===== src/design/i2c_stop_wait_defs.vh =====
// Constants for the stop, wait and interrupt-timing block
`ifndef I2C_STOP_WAIT_DEFS_VH
`define I2C_STOP_WAIT_DEFS_VH

// Clock period of clk_sys in ns
`define SWC_CLK_PERIOD_NS 40
// Least time each stop phase (SDA low, SCL high) is held, in ns
`define SWC_STOP_HOLD_NS 4000
// Least time rounds up to whole cycles
`define SWC_STOP_HOLD_CYC ((`SWC_STOP_HOLD_NS + `SWC_CLK_PERIOD_NS - 1) / `SWC_CLK_PERIOD_NS)
// Half period of the master serial clock, in cycles
`define SWC_SCL_HALF_CYC 50

// Falling-edge numbers within a byte
`define SWC_EDGE_8 4'h8
`define SWC_EDGE_9 4'h9

// Upper address nibbles that mark an extension code
`define SWC_EXT_LOW 4'h0
`define SWC_EXT_HIGH 4'hF

// Reset values
`define SWC_RST_BYTE 8'hFF
`define SWC_RST_CNT 4'h0

`endif


===== src/design/line_sync.v =====
// Two-flop synchroniser with edge pulses for one bus line
`timescale 1ns/1ps
`default_nettype none
module line_sync (
  input wire clk_sys,
  input wire reset_n,
  input wire line_in,
  output wire level,
  output wire rise,
  output wire fall
);
  reg meta_r;
  reg sync_r;
  reg prev_r;

  // Lines idle high on an open-drain bus
  always @(posedge clk_sys or negedge reset_n) begin
    if (!reset_n) begin
      meta_r <= 1'b1;
      sync_r <= 1'b1;
      prev_r <= 1'b1;
    end else begin
      meta_r <= line_in;
      sync_r <= meta_r;
      prev_r <= sync_r;
    end
  end

  assign level = sync_r;
  assign rise = sync_r & ~prev_r;
  assign fall = ~sync_r & prev_r;
endmodule // line_sync
`default_nettype wire


===== src/design/bus_condition.v =====
// Start and stop condition detector on synchronised bus lines
`timescale 1ns/1ps
`default_nettype none
module bus_condition (
  input wire scl_level,
  input wire sda_rise,
  input wire sda_fall,
  output wire start_seen,
  output wire stop_seen
);
  // SDA moving while SCL is high marks a condition
  assign start_seen = scl_level & sda_fall;
  assign stop_seen = scl_level & sda_rise;
endmodule // bus_condition
`default_nettype wire


===== src/design/i2c_stop_wait_control.v =====
// Stop generation and detection, wait control and interrupt timing
`timescale 1ns/1ps
`default_nettype none
`include "i2c_stop_wait_defs.vh"

module i2c_stop_wait_control #(
  parameter [15:0] STOP_HOLD_CYC = `SWC_STOP_HOLD_CYC,
  parameter [15:0] SCL_HALF_CYC = `SWC_SCL_HALF_CYC
) (
  input wire clk_sys,
  input wire reset_n,
  input wire serial_clock_pin_in,
  output reg serial_clock_pin_out,
  output reg serial_clock_pin_oe,
  input wire serial_data_pin_in,
  output reg serial_data_pin_out,
  output reg serial_data_pin_oe,
  input wire controller_enable_bit,
  input wire master_mode,
  input wire transmit_mode,
  input wire stop_request_bit,
  input wire start_request_bit,
  input wire wait_release_bit,
  input wire communication_exit_bit,
  input wire wakeup_mode_bit,
  input wire stop_interrupt_enable,
  input wire wait_timing_select,
  input wire auto_ack_enable,
  input wire [6:0] own_address_register,
  input wire shift_write,
  input wire [7:0] shift_wdata,
  output reg [7:0] bus_shift_register,
  output reg stop_detected_flag,
  output reg bus_controller_irq,
  output reg wait_active,
  output reg address_match,
  output reg extension_code
);
  localparam [3:0] ST_IDLE = 4'b0001;
  localparam [3:0] ST_SDA_LOW = 4'b0010;
  localparam [3:0] ST_SCL_REL = 4'b0100;
  localparam [3:0] ST_SDA_REL = 4'b1000;

  wire scl_lvl;
  wire scl_rise;
  wire scl_fall;
  wire sda_lvl;
  wire sda_rise;
  wire sda_fall;
  wire start_det;
  wire stop_det;

  line_sync u_scl_sync (
    .clk_sys(clk_sys),
    .reset_n(reset_n),
    .line_in(serial_clock_pin_in),
    .level(scl_lvl),
    .rise(scl_rise),
    .fall(scl_fall)
  );

  line_sync u_sda_sync (
    .clk_sys(clk_sys),
    .reset_n(reset_n),
    .line_in(serial_data_pin_in),
    .level(sda_lvl),
    .rise(sda_rise),
    .fall(sda_fall)
  );

  bus_condition u_cond (
    .scl_level(scl_lvl),
    .sda_rise(sda_rise),
    .sda_fall(sda_fall),
    .start_seen(start_det),
    .stop_seen(stop_det)
  );

  reg busy_r;
  reg active_r;
  reg addr_phase_r;
  reg first_fall_r;
  reg restart_r;
  reg slave_tx_r;
  reg [3:0] bit_cnt_r;
  reg [7:0] tx_shift_r;
  reg stop_pend_r;
  reg [3:0] stop_st_r;
  reg [15:0] stop_cnt_r;
  reg gen_low_r;
  reg [15:0] gen_cnt_r;

  wire [3:0] edge_num = bit_cnt_r + 4'h1;
  wire byte_fall = scl_fall & active_r & ~first_fall_r;
  wire tx_now = master_mode ? transmit_mode : slave_tx_r;
  wire [3:0] data_wait_edge = wait_timing_select ? `SWC_EDGE_9 :
                              `SWC_EDGE_8;
  wire addr_ext = (bus_shift_register[7:4] == `SWC_EXT_LOW) |
                  (bus_shift_register[7:4] == `SWC_EXT_HIGH);
  wire addr_hit = bus_shift_register[7:1] == own_address_register;

  // Wakeup mode freezes the wait against every cancel action
  wire cancel_req = wait_release_bit | shift_write | communication_exit_bit |
                    (master_mode & (start_request_bit | stop_request_bit));
  wire cancel_ok = wait_active & ~wakeup_mode_bit & cancel_req;

  // Fall-edge event decode: interrupt and wait only on counted falls
  reg ev_irq;
  reg ev_wait;
  reg ev_drop;
  always @* begin
    ev_irq = 1'b0;
    ev_wait = 1'b0;
    ev_drop = 1'b0;
    if (byte_fall) begin
      if (addr_phase_r && master_mode) begin
        if (edge_num == `SWC_EDGE_9) begin
          ev_irq = 1'b1;
          ev_wait = 1'b1;
        end
      end else if (addr_phase_r) begin
        if (edge_num == `SWC_EDGE_8 && addr_ext) begin
          ev_irq = 1'b1;
          ev_wait = 1'b1;
        end else if (edge_num == `SWC_EDGE_9) begin
          if (address_match) begin
            ev_irq = 1'b1;
            ev_wait = 1'b1;
          end else if (!extension_code) begin
            ev_irq = restart_r;
            ev_drop = 1'b1;
          end
        end
      end else if (edge_num == data_wait_edge) begin
        ev_irq = 1'b1;
        ev_wait = 1'b1;
      end
    end
  end

  // Byte engine, wait state and status
  always @(posedge clk_sys or negedge reset_n) begin
    if (!reset_n) begin
      busy_r <= 1'b0;
      active_r <= 1'b0;
      addr_phase_r <= 1'b0;
      first_fall_r <= 1'b0;
      restart_r <= 1'b0;
      slave_tx_r <= 1'b0;
      bit_cnt_r <= `SWC_RST_CNT;
      tx_shift_r <= `SWC_RST_BYTE;
      bus_shift_register <= `SWC_RST_BYTE;
      stop_detected_flag <= 1'b0;
      bus_controller_irq <= 1'b0;
      wait_active <= 1'b0;
      address_match <= 1'b0;
      extension_code <= 1'b0;
    end else if (!controller_enable_bit) begin
      busy_r <= 1'b0;
      active_r <= 1'b0;
      addr_phase_r <= 1'b0;
      wait_active <= 1'b0;
      bus_controller_irq <= 1'b0;
      bit_cnt_r <= `SWC_RST_CNT;
      tx_shift_r <= `SWC_RST_BYTE;
    end else begin
      bus_controller_irq <= ev_irq |
                            (stop_det & stop_interrupt_enable);
      // A stop in the same cycle as a start still leaves the flag set
      if (stop_det)
        stop_detected_flag <= 1'b1;
      else if (start_det)
        stop_detected_flag <= 1'b0;
      if (shift_write)
        tx_shift_r <= shift_wdata;
      if (scl_rise && active_r && bit_cnt_r < `SWC_EDGE_8)
        bus_shift_register <= {bus_shift_register[6:0], sda_lvl};
      if (start_det) begin
        restart_r <= busy_r;
        busy_r <= 1'b1;
        active_r <= 1'b1;
        addr_phase_r <= 1'b1;
        first_fall_r <= 1'b1;
        bit_cnt_r <= `SWC_RST_CNT;
        address_match <= 1'b0;
        extension_code <= 1'b0;
        wait_active <= 1'b0;
      end else if (stop_det) begin
        busy_r <= 1'b0;
        active_r <= 1'b0;
        addr_phase_r <= 1'b0;
        wait_active <= 1'b0;
      end else begin
        if (scl_fall && first_fall_r)
          first_fall_r <= 1'b0;
        if (byte_fall) begin
          if (bit_cnt_r < `SWC_EDGE_8 && !shift_write)
            tx_shift_r <= {tx_shift_r[6:0], 1'b1};
          if (edge_num == `SWC_EDGE_8 && addr_phase_r && !master_mode) begin
            address_match <= addr_hit;
            extension_code <= addr_ext;
            slave_tx_r <= bus_shift_register[0];
          end
          if (edge_num == `SWC_EDGE_9) begin
            bit_cnt_r <= `SWC_RST_CNT;
            addr_phase_r <= 1'b0;
          end else begin
            bit_cnt_r <= edge_num;
          end
        end
        if (ev_drop)
          active_r <= 1'b0;
        if (communication_exit_bit && !wakeup_mode_bit)
          active_r <= 1'b0;
        // Entry comes from the fall itself, so it outranks a cancel
        if (ev_wait)
          wait_active <= 1'b1;
        else if (cancel_ok)
          wait_active <= 1'b0;
      end
    end
  end

  // Master serial clock source; paused by waits and a pending stop
  wire gen_run = master_mode & busy_r & ~wait_active & ~stop_pend_r &
                 (stop_st_r == ST_IDLE);
  always @(posedge clk_sys or negedge reset_n) begin
    if (!reset_n) begin
      gen_low_r <= 1'b0;
      gen_cnt_r <= 16'h0000;
    end else if (!controller_enable_bit || !master_mode || !busy_r) begin
      gen_low_r <= 1'b0;
      gen_cnt_r <= 16'h0000;
    end else if (start_det) begin
      gen_low_r <= 1'b1;
      gen_cnt_r <= 16'h0000;
    end else if (gen_run && (gen_low_r || scl_lvl)) begin
      // High half counts only once the line is really high (stretching)
      if (gen_cnt_r >= SCL_HALF_CYC - 16'h0001) begin
        gen_cnt_r <= 16'h0000;
        gen_low_r <= ~gen_low_r;
      end else begin
        gen_cnt_r <= gen_cnt_r + 16'h0001;
      end
    end
  end

  // Stop generation: SDA low under SCL low, free SCL, then free SDA
  always @(posedge clk_sys or negedge reset_n) begin
    if (!reset_n) begin
      stop_pend_r <= 1'b0;
      stop_st_r <= ST_IDLE;
      stop_cnt_r <= 16'h0000;
    end else if (!controller_enable_bit) begin
      stop_pend_r <= 1'b0;
      stop_st_r <= ST_IDLE;
      stop_cnt_r <= 16'h0000;
    end else begin
      case (stop_st_r)
        ST_IDLE: begin
          stop_cnt_r <= 16'h0000;
          if (stop_request_bit && master_mode && !wakeup_mode_bit)
            stop_pend_r <= 1'b1;
          if (stop_pend_r && !scl_lvl && (gen_low_r || wait_active)) begin
            stop_pend_r <= 1'b0;
            stop_st_r <= ST_SDA_LOW;
          end
        end
        ST_SDA_LOW: begin
          if (stop_cnt_r >= STOP_HOLD_CYC - 16'h0001) begin
            stop_cnt_r <= 16'h0000;
            stop_st_r <= ST_SCL_REL;
          end else begin
            stop_cnt_r <= stop_cnt_r + 16'h0001;
          end
        end
        ST_SCL_REL: begin
          if (!scl_lvl)
            stop_cnt_r <= 16'h0000;
          else if (stop_cnt_r >= STOP_HOLD_CYC - 16'h0001)
            stop_st_r <= ST_SDA_REL;
          else
            stop_cnt_r <= stop_cnt_r + 16'h0001;
        end
        ST_SDA_REL: begin
          if (stop_det || !busy_r)
            stop_st_r <= ST_IDLE;
        end
        default: stop_st_r <= ST_IDLE;
      endcase
    end
  end

  // Pin drive; open-drain, so the output value is always low
  reg scl_oe_nxt;
  reg sda_oe_nxt;
  always @* begin
    scl_oe_nxt = 1'b0;
    sda_oe_nxt = 1'b0;
    if (controller_enable_bit) begin
      scl_oe_nxt = wait_active | (stop_st_r == ST_SDA_LOW) |
                   (gen_run & gen_low_r) |
                   (stop_pend_r & gen_low_r);
      if (stop_st_r == ST_SDA_LOW || stop_st_r == ST_SCL_REL)
        sda_oe_nxt = 1'b1;
      else if (active_r && bit_cnt_r == `SWC_EDGE_8) begin
        // ACK slot; with the 8-edge wait it starts at the 8th fall
        if (addr_phase_r && !master_mode)
          sda_oe_nxt = address_match |
                       (extension_code & auto_ack_enable);
        else if (!addr_phase_r && !tx_now)
          sda_oe_nxt = auto_ack_enable;
      end else if (active_r && bit_cnt_r < `SWC_EDGE_8 &&
                   ((addr_phase_r && master_mode) ||
                    (!addr_phase_r && tx_now)))
        sda_oe_nxt = ~tx_shift_r[7];
    end
  end

  always @(posedge clk_sys or negedge reset_n) begin
    if (!reset_n) begin
      serial_clock_pin_out <= 1'b0;
      serial_clock_pin_oe <= 1'b0;
      serial_data_pin_out <= 1'b0;
      serial_data_pin_oe <= 1'b0;
    end else begin
      serial_clock_pin_out <= 1'b0;
      serial_clock_pin_oe <= scl_oe_nxt;
      serial_data_pin_out <= 1'b0;
      serial_data_pin_oe <= sda_oe_nxt;
    end
  end
endmodule // i2c_stop_wait_control
`default_nettype wire


===== config.mk =====
export PLATFORM = sky130hd
export DESIGN_NAME = i2c_stop_wait_control
export DESIGN_NICKNAME = d
export VERILOG_FILES = /design/src/design/line_sync.v /design/src/design/bus_condition.v /design/src/design/i2c_stop_wait_control.v
export VERILOG_INCLUDE_DIRS = /design/src /design/src/design
export SDC_FILE = /design/constraint.sdc
export NUM_CORES = 1
export LEC_CHECK = 0
export ABC_AREA = 1
export BUFFER_PORTS_ARGS = -buffer_cell sky130_fd_sc_hd__buf_4
export CAP_MARGIN = 20
export CORE_UTILIZATION = 32
export DETAILED_ROUTE_END_ITERATION = 8
export HOLD_SLACK_MARGIN = 0.03
export MAX_ROUTING_LAYER = met4
export PLACE_DENSITY = 0.57
export SKIP_CTS_REPAIR_TIMING = 1
export SYNTH_ARGS = -nofsm -noshare
export SYNTH_HDL_FRONTEND = slang
export SYNTH_HIERARCHICAL = 1
export SYNTH_SLANG_ARGS = --single-unit

===== constraint.sdc =====
create_clock -name clk_sys -period 2 [get_ports clk_sys]
set_input_delay 0.3 -clock clk_sys [delete_from_list [all_inputs] [get_ports clk_sys]]
set_output_delay 0.3 -clock clk_sys [all_outputs]
set_load 0.05 [all_outputs]

==> results of run 1 <==
## synthesized netlist by cell type (2+ instances only)
library cell,count
nor3_2,3
o211ai_1,16
inv_1,88
o22ai_1,4
a21oi_1,13
dfstp_2,23
dfrtp_1,54
buf_2,3
nor2_1,64
xor2_1,2
xnor2_1,3
nor2_2,4
nor3_1,3
nand4_1,15
nand2_1,104
nand3_1,43
o31ai_1,3
clkbuf_1,2
o21ai_1,3
or2_2,3
inv_2,3
o21ai_0,21
ha_1,7
buf_4,4
nand2_2,3
a21oi_2,3
## kinds of logic after synthesis
logic type      count (synthesis)  share of synthesized area [%]
flops                          77                           48.9
fa+ha+maj                       7                           2.19
xor+xnor                        5                           1.09
mux                             1                          0.281
simple gates                  247                           27.4
other cells                     1                         0.0937
buf+inv                       102                           10.2
compound gates                 65                           9.85
## layer usage
metal,up-vias,part of all wire (%),global-route usage (%)
met1,1527,51,20.5
met4,0,0.74,4.85
met2,58,44,22.7
met5,-,0,-
met3,6,4.2,2.98
li1,1714,-,-
## sequential cells by signal (all words and copies together) (netlist names), 4 cells and up
name                flops
bus_shift_register      8
tx_shift_r              8
stop_cnt_r             16
stop_st_r               4
gen_cnt_r              16
bit_cnt_r               4
## stage by stage
stage,instance area [µm²],total power [mW],setup slack (ns)
2_1_floorplan,4000,2.30,0.438
3_3_place_gp,4550,2.55,0.249
3_5_place_dp,4550,2.56,0.223
4_1_cts,4860,4.27,0.205
5_1_grt,4870,4.43,0.0213
6_report,4870,4.22,0.195
## path summary, 6_finish.rpt
check                                       startpoint                          end  slack (ns)  cells after the start
max                         u_sda_sync/level$_DFF_PN1_     stop_st_r[2]$_DFFE_PN0P_        0.19                     11
min                                 serial_data_pin_in  u_sda_sync/meta_r$_DFF_PN1_        0.08                      1
max reg2reg                 u_sda_sync/level$_DFF_PN1_     stop_st_r[2]$_DFFE_PN0P_        0.19                     11
min reg2reg                u_sda_sync/meta_r$_DFF_PN1_   u_sda_sync/level$_DFF_PN1_        0.37                      0
max in group asynchronous                      reset_n  u_scl_sync/meta_r$_DFF_PN1_        0.99                      3
min in group asynchronous                      reset_n     bit_cnt_r[2]$_DFFE_PN0P_        0.37                      2
## power breakdown
part           switching [mW]  internal (mW)  leakage, nW
registers              0.0767           1.69        0.986
clock network           0.642           1.04        0.149
logic                   0.528          0.246         1.31
## layout make-up
type                       instances  area (µm²)  share of cell area, %
sequential                        77        1960                   40.1
clock inverter                     4        55.1                   1.13
multi-input combinational        327        1640                   33.7
tap                              168         210                   4.32
clock buffer                      12         256                   5.27
timing repair buffer              53         413                   8.48
inverter                          91         342                   7.01
## worst max-delay path: stages (launching register included)
cell	delay (ns)
dfstp_2	0.55
inv_1	0.04
nor2_1	0.10
nand2_1	0.06
inv_1	0.11
inv_1	0.09
nand3_1	0.11
nor2_1	0.07
a31oi_1	0.27
nand3_1	0.16
nand2_1	0.09
nand2_1	0.05
==> out/qor.csv, run 1 <==
stage,metric,value,unit
outcome,run status,completed,
clock_tree,Sinks on Clock Net,77,
clock_tree,CTS HTree Levels,3,
timing,period utilization,90.3,%
logic_synthesis,Seq cells post-synth,77,
clock_tree,TritonCTS Buffers,9,
hold_path,Worst Hold Class,in -> reg,
route,DRT antenna net count,0,
clock_tree,Longest Clk Path Bufs,2,
worst_setup_path,CP required,2.21,ns
place,IO buf count,45,
cells_and_area,Area Overhead vs Synth,21.8,%
global_route,GRT overflow,0,
pwr,leakage,2.44,nW
timing,clk_skew,0.0117,ns
route,Vias,3305,
worst_setup_path,CP endpoint kind,flip-flop,
logic_synthesis,top-area cell type share of the netlist area,33.8,%
global_route,vias in the first global route,3198,
worst_setup_path,CP Launch Type,flip-flop,
worst_setup_path,Crit Path Category,reg -> reg,
timing,"Hold Vio Cnt, Final",0,
timing,# setup viols final,0,
route,vias per cell,4.52,
worst_setup_path,CP Max Fanout,4,
logic_synthesis,"EDFF count, synth",0,
global_route,GRT Resource Usage Total,15.1,%
route,routed wire length,8800,µm
cells_and_area,# diodes,0,
logic_synthesis,synthesized area,4000,µm²
clock_tree,Clock Latency Late Sink,0.33,ns
logic_synthesis,asr flop ratio synth,100,%
pwr,Max IR drop VDD,0.410,mV
clock_tree,CTS tree,done,
route,DRC viols,0,
place,placer congestion estimate,0.858,
timing,hold_ws,0.0794,ns
timing,Max Slew Vio Count,0,
logic_synthesis,"Avg Cell Area, Syn",7.92,µm²
cells_and_area,final core occ,40.2,%
cells_and_area,most frequent cells in the layout,"nand2_1 (104), inv_1 (88), nor2_1 (64), dfrtp_1 (54), buf_4 (51)",
run,Max Cap Viol,0,
cells_and_area,Non-Filler Instances,732,
pwr,pwr dens,866,nW/µm²
cells_and_area,"commonest non-fill, non-tap cell in the layout",nand2_1,
global_route,pin count of the biggest net entering global routing,40,
clock_tree,clock slew at reported path FFs,0.06,ns
cells_and_area,Filler cells,1264,
place,HPWL after DPL,6480,µm
timing,setup_tns,0,ns
cells_and_area,fin nets,597,
logic_synthesis,synthesized instance count,505,
route,DRT iter0 DRCs,189,
floorplanning,site row count,40,
timing,RSZ-0062 raised after global routing,no,
global_route,initial antenna violation count,0,
floorplanning,Vert. Die Dim,114,µm
logic_synthesis,main area contributors after synthesis,"dfrtp_1 (34%), dfstp_2 (15%), nand2_1 (9.8%)",
logic_synthesis,top cell type by total area after synthesis,dfrtp_1,
floorplanning,Initial Utilization,33.0,%
floorplanning,Total Die Area,13000,µm²
logic_synthesis,"Seq/Total Area, Yosys",48.9,%
place,placed cells,715,
route,DR WL/cell,12.0,µm
worst_setup_path,Worst Path Arrival,2.02,ns
timing,Tmin final,1.81,ns
timing,Max Clock Freq,0.554,GHz
route,Pre-Repair DR Iteration Count,5,
logic_synthesis,Synthesis Warnings,6,
logic_synthesis,Synth cell types,37,
floorplanning,core area,12100,µm²
floorplanning,Chip Width,114,µm
global_route,first-pass GRT wire length,15200,µm
logic_synthesis,top_reg_cell synth,dfrtp_1,
floorplanning,IO Count,48,
cells_and_area,fraction of layout cells with a size suffix above 1,20.0,%
clock_tree,Root Driver,clkbuf_16,
Note: power is estimated with default switching activity, not from simulation.
==> run 2: changes to the inputs <==
- SYNTH_HIERARCHICAL: 1 -> unset
==> run 2 against run 1 <==
Compared with the run above:
- count of clock-buffer cells in the layout down 1
- final area down 2.5%
- clock power down 5%
- sequential power about the same
- critical path type unchanged
- largest power group unchanged
- highest routed layer unchanged
==> out/qor.csv, run 2 <==
stage,metric,value,unit
cells_and_area,Area Overhead vs Synth,20.9,%
worst_setup_path,Crit path largest cell delay,0.46,ns
clock_tree,Longest Clk Path Bufs,2,
floorplanning,IO Count,48,
clock_tree,Clock Latency Late Sink,0.32,ns
pwr,pwr dens,881,nW/µm²
logic_synthesis,most frequent cell after synthesis,nand2_1,
cells_and_area,Multi-input gate area,1650,µm²
logic_synthesis,top-area cell type share of the netlist area,34.4,%
route,DRT iter0 DRCs,197,
floorplanning,core area,12000,µm²
worst_setup_path,Critical path buffers and inverters,0,
timing,Slew headroom,63.9,%
cells_and_area,fraction of layout cells with a size suffix above 1,22.2,%
floorplanning,site row count,40,
clock_tree,clock slew at reported path FFs,0.06,ns
outcome,run status,completed,
pwr,leakage,2.31,nW
timing,setup_tns,0,ns
logic_synthesis,Synth cell types,47,
timing,worst-margin pin slew,0.540,ns
logic_synthesis,"Seq/Total Area, Yosys",49.8,%
cells_and_area,fin nets,560,
route,Pre-Repair DR Iteration Count,5,
cells_and_area,"commonest non-fill, non-tap cell in the layout",nand2_1,
logic_synthesis,top cell type by total area after synthesis,dfrtp_1,
place,IO buf count,45,
clock_tree,CTS tree,done,
timing,Max Clock Freq,0.572,GHz
logic_synthesis,asr flop ratio synth,100,%
cells_and_area,register area,1960,µm²
timing,Tmin final,1.75,ns
logic_synthesis,synth cell count leaders,"nand2_1 (84), nor2_1 (63), inv_1 (61), dfrtp_1 (54), nand3_1 (35)",
timing,Max Slew Vio Count,0,
timing,"Hold Vio Cnt, Final",0,
logic_synthesis,main area contributors after synthesis,"dfrtp_1 (34%), dfstp_2 (15%), nand2_1 (8.0%)",
worst_setup_path,CP Launch Type,flip-flop,
clock_tree,TritonCTS Buffers,9,
worst_setup_path,Crit Path Category,reg -> reg,
timing,RSZ-0062 raised after global routing,no,
floorplanning,Chip Width,113,µm
worst_setup_path,CP endpoint kind,flip-flop,
floorplanning,Total Die Area,12700,µm²
worst_setup_path,CP required,2.26,ns
worst_setup_path,top cell family by delay on the critical path,flip-flops,
timing,clk_skew,0.00491,ns
floorplanning,Initial Utilization,32.8,%
clock_tree,Root Driver,clkbuf_16,
cells_and_area,Largest regs,"gen_cnt_r: 16 flops, stop_cnt_r: 16 flops",
global_route,pin count of the biggest net entering global routing,40,
global_route,first-pass GRT wire length,15000,µm
hold_path,Worst Hold Class,in -> reg,
global_route,vias in the first global route,3190,
route,vias per cell,4.79,
worst_setup_path,"Slowest-stage cell, CP",dfrtp_1,
timing,# setup viols final,0,
logic_synthesis,"Avg Cell Area, Syn",8.40,µm²
logic_synthesis,"EDFF count, synth",0,
timing,hold_ws,0.0837,ns
global_route,initial antenna violation count,0,
global_route,GRT Resource Usage Total,15.2,%
worst_setup_path,crit-path cells,ha_1 -> xnor2_2 -> nand3_1 -> o21bai_1 -> nand2_1 -> nand3_1 -> nand2_1,
floorplanning,Vert. Die Dim,113,µm
route,Vias,3225,
clock_tree,CTS HTree Levels,3,
cells_and_area,# diodes,0,
clock_tree,Sinks on Clock Net,77,
cells_and_area,Filler cells,1194,
worst_setup_path,Worst Path Arrival,2.01,ns
place,placer congestion estimate,0.892,
pwr,Final Power,4.18,mW
worst_setup_path,CP Max Fanout,9,
logic_synthesis,Seq cells post-synth,77,
route,DRT antenna net count,0,
global_route,GRT overflow,0,
timing,period utilization,87.5,%
route,DR WL/cell,12.9,µm
logic_synthesis,Synthesis Warnings,0,
logic_synthesis,top_reg_cell synth,dfrtp_1,
route,routed wire length,8650,µm
cells_and_area,most frequent cells in the layout,"nand2_1 (84), nor2_1 (63), inv_1 (61), dfrtp_1 (54), buf_4 (48)",
logic_synthesis,synthesized area,3930,µm²
logic_synthesis,synthesized instance count,467,
run,Max Cap Viol,0,
pwr,Max IR drop VDD,0.411,mV
cells_and_area,final core occ,39.7,%
place,HPWL after DPL,6500,µm
route,DRC viols,0,
## run 2: changes by cell type in the layout (fill, tap and decap cells not counted), sizes merged, moves of 4 or more
cell | previous run | this run
nand3 | 44 | 36
nand4 | 16 | 20
nand2 | 108 | 90
inv | 92 | 70
o211ai | 16 | 5
xnor2 | 3 | 7
o21ai | 24 | 30
## run 2: power by group
part	internal [mW]	switching, mW	leakage (nW)
sequential	1.69	0.0924	0.988
clock	0.969	0.617	0.132
combinational	0.258	0.551	1.19
total	2.92	1.26	2.31
## run 2: cell type report
cell class | count | area share, %
multi-input cells | 311 | 34.8
clock inverters | 5 | 1.29
clock buffers | 11 | 4.90
well taps | 147 | 3.87
inverters | 72 | 5.75
repair buffers | 50 | 8.22
flip-flops and latches | 77 | 41.2
## run 2: kinds of logic after synthesis
family | Yosys count | share of synthesized area (%)
buffers and inverters | 80 | 8.22
other | 1 | 0.0955
multiplexers | 3 | 0.829
AO/OA/AOI/OAI | 65 | 9.63
flip-flops | 77 | 49.8
AND/OR/NAND/NOR | 223 | 26.4
adder cells (fa/ha/maj) | 8 | 2.55
XOR/XNOR | 10 | 2.42
## run 2: worst paths after layout
kind / slack (ns) / cells after the start / start / to
setup reg to reg: 0.25 / 7 / bit_cnt_r[0]$_DFFE_PN0P_ / bus_controller_irq$_DFF_PN0_
max in group asynchronous: 0.97 / 3 / reset_n / stop_st_r[0]$_DFFE_PN1P_
hold / removal: 0.08 / 1 / serial_clock_pin_in / u_scl_sync.meta_r$_DFF_PN1_
min in group asynchronous: 0.42 / 2 / reset_n / extension_code$_DFFE_PN0P_
setup / recovery: 0.25 / 7 / bit_cnt_r[0]$_DFFE_PN0P_ / bus_controller_irq$_DFF_PN0_
hold reg to reg: 0.36 / 0 / u_sda_sync.meta_r$_DFF_PN1_ / u_sda_sync.level$_DFF_PN1_
## run 2: per-layer routing
layer  global-route usage (%)  vias up  part of all wire (%)  wire length (µm)
li1                         -     1618                     -                 -
met1                     19.7     1512                    47              4050
met2                     23.9       81                    47              4040
met3                     2.84       14                   5.1               441
met4                     5.24        0                   1.4               119
met5                        -        -                     0                 0
## run 2: metrics by stage
stage / setup WS [ns] / instances / cell area, µm²
finish: 0.251 / 673 / 4750
CTS: 0.248 / 672 / 4740
global placement: 0.269 / 656 / 4440
detailed placement: 0.257 / 656 / 4440
global route: 0.0362 / 673 / 4750
floorplan: 0.407 / 468 / 3930
